### config.mk
export PLATFORM = sky130hd
export DESIGN_NAME = wrpc_ctrl
export DESIGN_NICKNAME = d
export VERILOG_FILES = /design/src/hw/wrpc_pkg.sv /design/src/hw/wrpc_ctrl.sv /design/src/hw/wrpc_sync.sv
export SDC_FILE = /design/constraint.sdc
export NUM_CORES = 1
export LEC_CHECK = 0
export BUFFER_PORTS_ARGS = -buffer_cell sky130_fd_sc_hd__buf_2
export CORE_MARGIN = 4
export CORE_UTILIZATION = 53
export CTS_CLUSTER_SIZE = 20
export DETAILED_ROUTE_END_ITERATION = 10
export MAX_ROUTING_LAYER = met4
export PLACE_DENSITY = 0.72
export REMOVE_ABC_BUFFERS = 1
export SYNTH_ARGS = -nofsm -noshare
export SYNTH_HDL_FRONTEND = slang
export SYNTH_SLANG_ARGS = --single-unit
export TNS_END_PERCENT = 20
### constraint.sdc
create_clock -name mclk -period 3.07 [get_ports mclk]
set_input_delay 0.307 -clock mclk [delete_from_list [all_inputs] [get_ports mclk]]
set_output_delay 0.307 -clock mclk [all_outputs]
set_load 0.005 [all_outputs]
### src/hw/wrpc_pkg.sv
package wrpc_pkg;

   // packet header and end-transfer reason codes
   localparam logic [7:0] HDR_END_TRANSFER   = 8'h02;
   localparam logic [7:0] RSN_UNKNOWN        = 8'h00;
   localparam logic [7:0] RSN_CHARGE_DONE    = 8'h01;
   localparam logic [7:0] RSN_INTERNAL_FAULT = 8'h02;
   localparam logic [7:0] RSN_OVER_TEMP      = 8'h03;
   localparam logic [7:0] RSN_NO_RESPONSE    = 8'h08;

   // clock rate
   localparam int CLK_KHZ = 125000;

   // times as printed
   localparam int BIAS_WINDOW_MS   = 24;
   localparam int DEGLITCH_MS      = 10;
   localparam int PRIO_GAP_MS      = 35;
   localparam int STD_GAP_MS       = 235;
   localparam int STEADY_PERIOD_MS = 250;
   localparam int FAST_PERIOD_MS   = 32;
   localparam int BIT_RATE_BPS     = 2000;
   localparam int TS_SETTLE_CYC    = 8;   // released pin settling plus sync lag

   // derived cycle counts
   localparam int BIAS_WINDOW_CYC   = BIAS_WINDOW_MS * CLK_KHZ;
   localparam int DEGLITCH_CYC      = DEGLITCH_MS * CLK_KHZ;
   localparam int PRIO_GAP_CYC      = PRIO_GAP_MS * CLK_KHZ;
   localparam int STD_GAP_CYC       = STD_GAP_MS * CLK_KHZ;
   localparam int STEADY_PERIOD_CYC = STEADY_PERIOD_MS * CLK_KHZ;
   localparam int FAST_PERIOD_CYC   = FAST_PERIOD_MS * CLK_KHZ;
   // half bit period of bi-phase coding
   localparam int HALF_BIT_CYC      = (CLK_KHZ * 1000) / (2 * BIT_RATE_BPS);

   // rectifier tracking offset in millivolts
   localparam logic [15:0] TRACK_OFFSET_MV = 16'h00FA;
   // communication current limit in milliamps
   localparam logic [15:0] COMM_ILIM_MA    = 16'h0190;
   // load current boundary for full synchronous mode
   localparam logic [15:0] SYNC_THRESH_MA  = 16'h00FA;

   // rectifier modes
   typedef enum logic [1:0] {
      WRPC_RECT_DIODE = 2'b00,
      WRPC_RECT_HALF  = 2'b01,
      WRPC_RECT_FULL  = 2'b10
   } wrpc_rect_e;

   // sense sampling phases
   typedef enum logic [1:0] {
      WRPC_SENSE_BIAS_PIN   = 2'b00,
      WRPC_TS_UNBIAS = 2'b01
   } wrpc_ts_e;

   // transmitter phases
   typedef enum logic [1:0] {
      WRPC_TX_IDLE = 2'b00,
      WRPC_TX_SEND = 2'b01
   } wrpc_tx_e;

endpackage : wrpc_pkg

### src/hw/wrpc_ctrl.sv
`timescale 1ns/1ps
`default_nettype none
// Function
// - end-transfer packets carry header 0x02
// - adapter sense gives 0x00 while select B low, fault 0x02
// - control request or select A gives 0x01
// - unconverged rectifier target gives 0x08
// - status output on while output enabled
// - output held off until no-load convergence
// - both modulation switches move together
// - diode-only rectification during startup
// - half-synchronous at or below 250mA after lockout
// - full synchronous above 250mA
// - current limit sets target to output+250mV
// - 400mA limit during each packet
// - comm limit only in current-limit mode
// - bias window asserted 24ms per cycle
// - hot and cold deglitched 10ms
// - bias pin released after window
// - unbiased interval 35ms or 235ms, compare 100mV
// - level above 100mV registers control request
// - error packets every 250ms steady
// - 32ms packet interval during transients
// - bi-phase coding at 2 kbps
// - both selects high disables output
module wrpc_ctrl
   import wrpc_pkg::*;
#(
   parameter int BIAS_CYC   = wrpc_pkg::BIAS_WINDOW_CYC,
   parameter int DGL_CYC    = wrpc_pkg::DEGLITCH_CYC,
   parameter int PRIO_CYC   = wrpc_pkg::PRIO_GAP_CYC,
   parameter int STD_CYC    = wrpc_pkg::STD_GAP_CYC,
   parameter int STEADY_CYC = wrpc_pkg::STEADY_PERIOD_CYC,
   parameter int FAST_CYC   = wrpc_pkg::FAST_PERIOD_CYC,
   parameter int HBIT_CYC   = wrpc_pkg::HALF_BIT_CYC,
   parameter int PKT_BITS   = 16
) (
   input  wire logic        mclk,
   input  wire logic        rst,
   input  wire logic        select_in_a,           // pin, synchronised
   input  wire logic        select_in_b,           // pin, synchronised
   input  wire logic        adapter_over_3v6,      // comparator, synchronised
   input  wire logic        internal_fault,        // same-domain fault level
   input  wire logic        hot_cmp,               // comparator, synchronised
   input  wire logic        cold_cmp,              // comparator, synchronised
   input  wire logic        ctrl_over_100mv,       // pin comparator, synchronised
   input  wire logic        rectifier_voltage_ok,  // above undervoltage_lockout
   input  wire logic        rectifier_converged,   // target reached
   input  wire logic        converge_timeout,      // target failed to converge
   input  wire logic        large_transient,       // load step seen
   input  wire logic [15:0] load_current_ma,
   input  wire logic        output_current_limit,  // output at its limit
   input  wire logic [15:0] vout_mv,
   input  wire logic [15:0] error_payload,         // error packet contents
   output logic             charge_status_n,       // open-drain low level
   output logic             charge_status_oe,      // high while pulling down
   output logic             ldo_enable,
   output logic             modulation_switch_a,
   output logic             modulation_switch_b,
   output wrpc_pkg::wrpc_rect_e rect_mode,
   output logic [15:0]      rectifier_target,
   output logic             rectifier_tracking,
   output logic             comm_ilim_en,
   output logic [15:0]      comm_ilim_ma,
   output logic             temp_bias_window,
   output logic             sense_bias_oe,
   output logic             ctrl_request,
   output logic             end_transfer_packet,   // one-cycle pulse at packet start
   output logic [7:0]       packet_header,
   output logic [7:0]       end_reason
);
   import wrpc_pkg::*;

   initial begin
      if (PKT_BITS < 1 || PKT_BITS > 16 || BIAS_CYC <= DGL_CYC || HBIT_CYC < 1 || PRIO_CYC <= TS_SETTLE_CYC) begin
         $error("wrpc_ctrl: bad parameters");
      end
   end

   logic sel_a, sel_b, adp, hot, cold, ctl;   // synchronised pins

   wrpc_sync u_sa (.mclk(mclk), .rst(rst), .din(select_in_a),      .dout(sel_a));
   wrpc_sync u_sb (.mclk(mclk), .rst(rst), .din(select_in_b),      .dout(sel_b));
   wrpc_sync u_ad (.mclk(mclk), .rst(rst), .din(adapter_over_3v6), .dout(adp));
   wrpc_sync u_ho (.mclk(mclk), .rst(rst), .din(hot_cmp),          .dout(hot));
   wrpc_sync u_co (.mclk(mclk), .rst(rst), .din(cold_cmp),         .dout(cold));
   wrpc_sync u_ct (.mclk(mclk), .rst(rst), .din(ctrl_over_100mv),  .dout(ctl));

   // ---- output enable and status ----
   logic conv_seen_q;   // no-load convergence latched

   always_ff @(posedge mclk) begin
      if (rst) begin
         conv_seen_q <= 1'b0;
      end else if (rectifier_converged) begin
         conv_seen_q <= 1'b1;
      end
   end

   logic temp_fault_q;   // deglitched temperature fault
   logic stop_q;         // end-transfer condition present
   logic ldo_d;

   // output only after convergence, never with both selects high
   assign ldo_d = conv_seen_q && !(sel_a && sel_b) && !stop_q;

   always_ff @(posedge mclk) begin
      if (rst) begin
         ldo_enable       <= 1'b0;
         charge_status_n  <= 1'b0;
         charge_status_oe <= 1'b0;
      end else begin
         ldo_enable       <= ldo_d;
         charge_status_n  <= 1'b0;
         charge_status_oe <= ldo_d;
      end
   end

   // ---- rectifier mode ----
   always_ff @(posedge mclk) begin
      if (rst) begin
         rect_mode <= WRPC_RECT_DIODE;
      end else if (!rectifier_voltage_ok) begin
         rect_mode <= WRPC_RECT_DIODE;
      end else if (load_current_ma > SYNC_THRESH_MA) begin
         rect_mode <= WRPC_RECT_FULL;
      end else begin
         rect_mode <= WRPC_RECT_HALF;
      end
   end

   // ---- fold-back tracking and comm limit ----
   logic sending_q;   // packet in flight

   always_ff @(posedge mclk) begin
      if (rst) begin
         rectifier_tracking <= 1'b0;
         rectifier_target   <= 16'h0000;
         comm_ilim_en       <= 1'b0;
         comm_ilim_ma       <= 16'h0000;
      end else begin
         rectifier_tracking <= output_current_limit;
         // target follows output plus offset while limited
         rectifier_target   <= output_current_limit ? 16'(vout_mv + TRACK_OFFSET_MV) : 16'h0000;
         // limit only while limited and sending
         comm_ilim_en       <= output_current_limit && sending_q;
         comm_ilim_ma       <= COMM_ILIM_MA;
      end
   end

   // ---- temperature sense sequencing ----
   wrpc_ts_e   ts_q;
   logic [31:0] ts_cnt_q;
   logic [31:0] hot_cnt_q, cold_cnt_q;
   logic        fast_q;   // fast packet rate selected
   logic        ctl_fault_q;
   logic        gap_end;   // last cycle of the unbiased gap

   // gap length chosen by current packet rate
   assign gap_end = (ts_cnt_q >= 32'((fast_q ? PRIO_CYC : STD_CYC) - 1));

   // window and gap alternate forever
   always_ff @(posedge mclk) begin
      if (rst) begin
         ts_q     <= WRPC_SENSE_BIAS_PIN;
         ts_cnt_q <= 32'h00000000;
      end else begin
         case (ts_q)
            WRPC_SENSE_BIAS_PIN: begin
               if (ts_cnt_q == 32'(BIAS_CYC - 1)) begin
                  ts_q     <= WRPC_TS_UNBIAS;
                  ts_cnt_q <= 32'h00000000;
               end else begin
                  ts_cnt_q <= ts_cnt_q + 32'h00000001;
               end
            end
            WRPC_TS_UNBIAS: begin
               if (gap_end) begin
                  ts_q     <= WRPC_SENSE_BIAS_PIN;
                  ts_cnt_q <= 32'h00000000;
               end else begin
                  ts_cnt_q <= ts_cnt_q + 32'h00000001;
               end
            end
            default: begin
               ts_q     <= WRPC_SENSE_BIAS_PIN;
               ts_cnt_q <= 32'h00000000;
            end
         endcase
      end
   end

   always_ff @(posedge mclk) begin
      if (rst) begin
         temp_bias_window <= 1'b0;
         sense_bias_oe    <= 1'b0;
      end else begin
         temp_bias_window <= (ts_q == WRPC_SENSE_BIAS_PIN);
         sense_bias_oe    <= (ts_q == WRPC_SENSE_BIAS_PIN);
      end
   end

   // hot/cold deglitch counters, only counted inside the window
   always_ff @(posedge mclk) begin
      if (rst) begin
         hot_cnt_q    <= 32'h00000000;
         cold_cnt_q   <= 32'h00000000;
         temp_fault_q <= 1'b0;
      end else if (ts_q == WRPC_SENSE_BIAS_PIN) begin
         hot_cnt_q  <= hot  ? (hot_cnt_q  < 32'(DGL_CYC) ? hot_cnt_q  + 32'h00000001 : hot_cnt_q)  : 32'h00000000;
         cold_cnt_q <= cold ? (cold_cnt_q < 32'(DGL_CYC) ? cold_cnt_q + 32'h00000001 : cold_cnt_q) : 32'h00000000;
         if (hot_cnt_q == 32'(DGL_CYC) || cold_cnt_q == 32'(DGL_CYC)) begin
            temp_fault_q <= 1'b1;
         end else if (ts_cnt_q == 32'(BIAS_CYC - 1)) begin
            temp_fault_q <= 1'b0;   // cleared when a clean window completes
         end
      end else begin
         hot_cnt_q  <= 32'h00000000;
         cold_cnt_q <= 32'h00000000;
      end
   end

   // gap samples skip the settling of the released pin; the request is
   // decided at gap end and stands a full cycle so no launch misses it
   logic ctl_seen_q;   // pin seen high in this gap

   always_ff @(posedge mclk) begin
      if (rst) begin
         ctrl_request <= 1'b0;
         ctl_seen_q   <= 1'b0;
         ctl_fault_q  <= 1'b0;
      end else if (ts_q == WRPC_TS_UNBIAS) begin
         if (gap_end) begin
            ctrl_request <= ctl_seen_q || ctl;
            ctl_seen_q   <= 1'b0;
         end else if (ctl && ts_cnt_q >= 32'(TS_SETTLE_CYC)) begin
            ctl_seen_q <= 1'b1;
         end
      end else if (ts_cnt_q == 32'(BIAS_CYC - 1)) begin
         ctl_fault_q <= !ctl;   // biased pin still low
      end
   end

   // ---- reason priority ----
   logic [7:0] reason_d;
   logic       stop_d;

   always_comb begin
      stop_d   = 1'b1;
      reason_d = RSN_UNKNOWN;
      if (internal_fault) begin
         reason_d = RSN_INTERNAL_FAULT;
      end else if (temp_fault_q || ctl_fault_q) begin
         reason_d = RSN_OVER_TEMP;
      end else if (ctrl_request || sel_a) begin
         reason_d = RSN_CHARGE_DONE;
      end else if (converge_timeout) begin
         reason_d = RSN_NO_RESPONSE;
      end else if (adp && !sel_b) begin
         reason_d = RSN_UNKNOWN;
      end else begin
         stop_d   = 1'b0;
      end
   end

   always_ff @(posedge mclk) begin
      if (rst) begin
         stop_q     <= 1'b0;
         end_reason <= RSN_UNKNOWN;
      end else begin
         stop_q     <= stop_d;
         end_reason <= reason_d;
      end
   end

   // ---- packet scheduling ----
   logic [31:0] per_cnt_q;

   always_ff @(posedge mclk) begin
      if (rst) begin
         fast_q <= 1'b0;
      end else if (large_transient) begin
         fast_q <= 1'b1;
      end else if (rectifier_converged) begin
         fast_q <= 1'b0;
      end
   end

   logic launch;
   assign launch = (per_cnt_q >= 32'((fast_q ? FAST_CYC : STEADY_CYC) - 1));

   always_ff @(posedge mclk) begin
      if (rst) begin
         per_cnt_q <= 32'h00000000;
      end else if (launch) begin
         per_cnt_q <= 32'h00000000;
      end else begin
         per_cnt_q <= per_cnt_q + 32'h00000001;
      end
   end

   // ---- bi-phase transmitter ----
   wrpc_tx_e    tx_q;
   logic [15:0] shift_q;
   logic [4:0]  bit_q;
   logic        half_q;
   logic [31:0] hb_cnt_q;
   logic        line_q;   // modulation level

   always_ff @(posedge mclk) begin
      if (rst) begin
         tx_q                <= WRPC_TX_IDLE;
         shift_q             <= 16'h0000;
         bit_q               <= 5'h00;
         half_q              <= 1'b0;
         hb_cnt_q            <= 32'h00000000;
         line_q              <= 1'b0;
         sending_q           <= 1'b0;
         end_transfer_packet <= 1'b0;
         packet_header       <= 8'h00;
      end else begin
         end_transfer_packet <= 1'b0;
         case (tx_q)
            WRPC_TX_IDLE: begin
               if (launch) begin
                  tx_q      <= WRPC_TX_SEND;
                  sending_q <= 1'b1;
                  bit_q     <= 5'h00;
                  half_q    <= 1'b0;
                  hb_cnt_q  <= 32'h00000000;
                  line_q    <= 1'b1;   // idle is low, first bit start rises
                  if (stop_q) begin
                     packet_header       <= HDR_END_TRANSFER;
                     shift_q             <= {HDR_END_TRANSFER, end_reason};
                     end_transfer_packet <= 1'b1;
                  end else begin
                     packet_header <= 8'h00;
                     shift_q       <= error_payload;
                  end
               end
            end
            WRPC_TX_SEND: begin
               if (hb_cnt_q == 32'(HBIT_CYC - 1)) begin
                  hb_cnt_q <= 32'h00000000;
                  if (!half_q) begin
                     half_q <= 1'b1;
                     if (shift_q[15]) begin
                        line_q <= ~line_q;
                     end
                  end else begin
                     half_q  <= 1'b0;
                     shift_q <= {shift_q[14:0], 1'b0};
                     if (bit_q == 5'(PKT_BITS - 1)) begin
                        tx_q      <= WRPC_TX_IDLE;
                        sending_q <= 1'b0;
                     end else begin
                        bit_q  <= bit_q + 5'h01;
                        line_q <= ~line_q;
                     end
                  end
               end else begin
                  hb_cnt_q <= hb_cnt_q + 32'h00000001;
               end
            end
            default: begin
               tx_q      <= WRPC_TX_IDLE;
               sending_q <= 1'b0;
            end
         endcase
      end
   end

   always_ff @(posedge mclk) begin
      if (rst) begin
         modulation_switch_a <= 1'b0;
         modulation_switch_b <= 1'b0;
      end else begin
         modulation_switch_a <= line_q && sending_q;
         modulation_switch_b <= line_q && sending_q;
      end
   end

   // ---- checks ----
   a_switch_pair: assert property (@(posedge mclk) disable iff (rst)
      modulation_switch_a == modulation_switch_b) else $error("switches differ");
   a_status_follow: assert property (@(posedge mclk) disable iff (rst)
      charge_status_oe == ldo_enable) else $error("status not tied to output");
   a_no_early_ldo: assert property (@(posedge mclk) disable iff (rst)
      ldo_enable |-> $past(conv_seen_q)) else $error("output before convergence");
   a_both_sel_off: assert property (@(posedge mclk) disable iff (rst)
      $past(sel_a) && $past(sel_b) |=> !ldo_enable) else $error("output with both selects");
   a_diode_start: assert property (@(posedge mclk) disable iff (rst)
      !rectifier_voltage_ok |=> rect_mode == WRPC_RECT_DIODE) else $error("sync before lockout");
   a_full_sync: assert property (@(posedge mclk) disable iff (rst)
      rectifier_voltage_ok && load_current_ma > 16'h00FA |=> rect_mode == WRPC_RECT_FULL)
      else $error("full sync missing");
   a_half_sync: assert property (@(posedge mclk) disable iff (rst)
      rectifier_voltage_ok && load_current_ma <= 16'h00FA |=> rect_mode == WRPC_RECT_HALF)
      else $error("half sync missing");
   a_track_tgt: assert property (@(posedge mclk) disable iff (rst)
      output_current_limit |=> rectifier_target == 16'($past(vout_mv) + 16'h00FA))
      else $error("tracking target wrong");
   a_comm_limit: assert property (@(posedge mclk) disable iff (rst)
      comm_ilim_en |-> $past(output_current_limit) && comm_ilim_ma == 16'h0190)
      else $error("comm limit outside limit mode");
   a_bias_pin: assert property (@(posedge mclk) disable iff (rst)
      sense_bias_oe == temp_bias_window) else $error("bias pin not released");
   a_ept_header: assert property (@(posedge mclk) disable iff (rst)
      end_transfer_packet |-> packet_header == 8'h02) else $error("bad end header");
   a_dgl_len: assert property (@(posedge mclk) disable iff (rst)
      $rose(temp_fault_q) |-> $past(hot_cnt_q) == 32'(DGL_CYC) || $past(cold_cnt_q) == 32'(DGL_CYC))
      else $error("fault before deglitch");
endmodule : wrpc_ctrl
`default_nettype wire

### src/hw/wrpc_sync.sv
`timescale 1ns/1ps
`default_nettype none
// three-stage synchroniser; output moves only when stages two and three agree
module wrpc_sync (
   input  wire logic mclk,
   input  wire logic rst,
   input  wire logic din,
   output logic      dout
);
   logic s1_q;   // metastable stage, read only by s2
   logic s2_q;   // second stage
   logic s3_q;   // third stage

   // shift chain
   always_ff @(posedge mclk) begin
      if (rst) begin
         s1_q <= 1'b0;
         s2_q <= 1'b0;
         s3_q <= 1'b0;
      end else begin
         s1_q <= din;
         s2_q <= s1_q;
         s3_q <= s2_q;
      end
   end

   // agreement filter
   always_ff @(posedge mclk) begin
      if (rst) begin
         dout <= 1'b0;
      end else if (s2_q == s3_q) begin
         dout <= s3_q;
      end
   end
endmodule : wrpc_sync
`default_nettype wire
==> qor.csv <==
metric,value,unit
run_status,"finished, final reports clean",
cts_root_buf,clkbuf_16,
p_per_area,508,nW/um^2
required,3490,ps
place_hpwl,16000,um
grt_max_degree,43,
cp_data_arrival_time,3240,ps
synth_most_common_cell,dfxtp_1,
hold_path.class,input port to register,
yosysTopAreaCell,dfxtp_1,
synth_cells,1283,
rsz0062_at_grt,no,
yosysUniqueCellTypes,70,
use_met1,0.262,
core_area,20600,sq um
ys_top_cells_by_area,"dfxtp_1, nor2_1, ha_1",
via_count,9094,
pwr-share-comb,0.043,
worst_pin_slew,777,ps
syn_to_final_growth,13.3,%
placed_cell_area,11800,sq um
wl_per_cell,13.9,um
ios,123,
clkLatencyLatePin,520,ps
design.die.area,23600,sq um
period_share,0.919,
drt_iter0_markers,467,
setup_viol,0,
grt_use_met2,0.318,
grtUsageTotal,0.196,
cts_buffers,26,
numPortBuffers,96,
slew_violations,0,
swShare,0.214,
avgViaCountPerCell,5.46,
die_y,154,um
crit_type,register to register,
synth_edf_count,0,
diodes,0,
fin_setup_tns,0,ps
rows,52,
yosysTopAreaCellShare,0.437,
ys.flop_type,dfxtp_1,
clk_pin_slew,60,ps
drive_above_1_share,0.138,
end_kind,register,
final_cell_area,12700,sq um
maxSlewHeadroom,0.478,
ir_drop,0.474,mV
wl,23200,um
first_pass_iters,5,
ys_warn_count,0,
min_period,2820,ps
postRouteAntennaNets,0,
worstSetupStartpointType,register,
htree_levels,1,
grt_pass1_wl,39800,um
seqPwrFrac,0.504,
overflow,0,
ys_async_sr_fraction,0,
p_switching,1.39,mW
gp_congestion,0.843,
remaining_drc_errors,0,
utilization,0.619,
clock_skew,12.2,ps
busiest_layer,met2,
cts.path.max_buffers,3,
syn_avg_cell_area,8.76,sq um
syn_area,11200,sq um
synth_commonest_cells,"dfxtp_1, nor2_1, nand2_1, a21oi_1, xnor2_1",
start_util,0.546,
die_w,154,um
cts_tree,done,
hold_viol,0,
clock-sinks,245,
intPower,5.08,mW
grt_pass1_vias,8631,
fmax,0.355,GHz
antenna_found_initial,0,
leakagePower,4.96,nW
cap_violations,0,
use_met3,0.0298,
path_max_fanout,24,
nets,1480,
clkPwrFrac,0.453,
yosysSeqAreaShare,0.437,
ys_seq_elements,245,
## power by group through the flow
| stage | clock, mW | combinational, mW | sequential [mW] |
|---|---|---|---|
| 2_1_floorplan | 0 | 0.128 | 3.33 |
| 3_3_place_gp | 0 | 0.264 | 3.33 |
| 3_5_place_dp | 0 | 0.269 | 3.33 |
| 4_1_cts | 3.01 | 0.278 | 3.26 |
| 5_1_grt | 3.14 | 0.313 | 3.26 |
| 6_report | 2.93 | 0.277 | 3.26 |
## what timing repair did
action                                 CTS  global route
buffers inserted                         0             0
endpoints found under the hold margin    7             0
hold buffers                             7             0
resized for setup                        1             0
setup endpoints to repair                3             0
## critical path: stages, from the launching register on
cell and delay [ps]:
dfxtp_1 310, buf_4 160, inv_1 190, buf_4 200
ha_1 240, and2_1 160, o311a_1 280, o21ai_1 110
nand2_1 70, a221o_1 510, buf_12 240, nor3_1 220
## stage by stage
| stage | total power [mW] | std cells | setup slack [ps] | hold WS (ps) |
|---|---|---|---|---|
| floorplan | 3.46 | 1231 | -95.5 | 376 |
| global placement | 3.59 | 1615 | 42.7 | 416 |
| detailed placement | 3.60 | 1615 | 33.0 | 420 |
| CTS | 6.55 | 1667 | 243 | 2.46 |
| global route | 6.71 | 1667 | 24.4 | 15.3 |
| finish | 6.46 | 1667 | 249 | 19.2 |
## metal layers
layer,part of all wire,vias up
li1,-,4687
met4,0.017,0
met3,0.046,26
met1,0.48,4199
met2,0.46,182
met5,0,-
## final timing paths
kind | from | endpoint | slack, ps | depth (start not counted)
max | fast_q | ts_cnt_q[3] | 250 | 11
max reg2reg | fast_q | ts_cnt_q[3] | 250 | 11
min reg2reg | u_ad.s1_q | u_ad.s2_q | 440 | 1
min | rectifier_converged | conv_seen_q | 20 | 3
## flip-flops by register name (all words and copies together), names as in the netlist, 2 cells and up
signal / flops
rectifier_target: 16
hot_cnt_q: 32
cold_cnt_q: 32
rect_mode: 2
ts_cnt_q: 32
per_cnt_q: 32
end_reason: 3
hb_cnt_q: 32
shift_q: 16
bit_q: 5
## layout by cell type, fill, tap and decap left out, types with 17 or more instances in the layout
master / synthesis / final
buf_4: 32 / 17
conb_1: 1 / 32
nor2_1: 169 / 169
o21ai_0: 38 / 38
nand4_1: 35 / 35
nor3_2: 16 / 17
nor3_1: 36 / 35
nor4_1: 38 / 38
a311oi_1: 21 / 21
a21oi_1: 53 / 53
clkbuf_16: 0 / 27
inv_1: 32 / 32
and2_1: 23 / 23
xor2_1: 39 / 39
ha_1: 38 / 38
nand3_1: 52 / 52
xnor2_1: 53 / 53
buf_2: 10 / 96
dfxtp_1: 245 / 245
nor2b_1: 23 / 23
nand2_1: 100 / 100
and3_1: 51 / 51
## logic make-up after synthesis
kind of cell,count (synthesis),share of synthesized area
simple gates,608,0.285
fa+ha+maj,38,0.0423
other cells,1,0.000334
buf+inv,116,0.0537
mux,4,0.00379
xor+xnor,92,0.0717
compound gates,179,0.106
flops,245,0.437
## area by class of cell
cell class | count | area (sq um)
repair buffers | 121 | 698
clock buffers | 40 | 774
inverters | 33 | 129
well taps | 270 | 338
fillers | 1775 | 7830
multi-input cells | 953 | 5850
clock inverters | 5 | 35.0
flip-flops and latches | 245 | 4900
No activity file was read; power rests on OpenSTA's default activity.
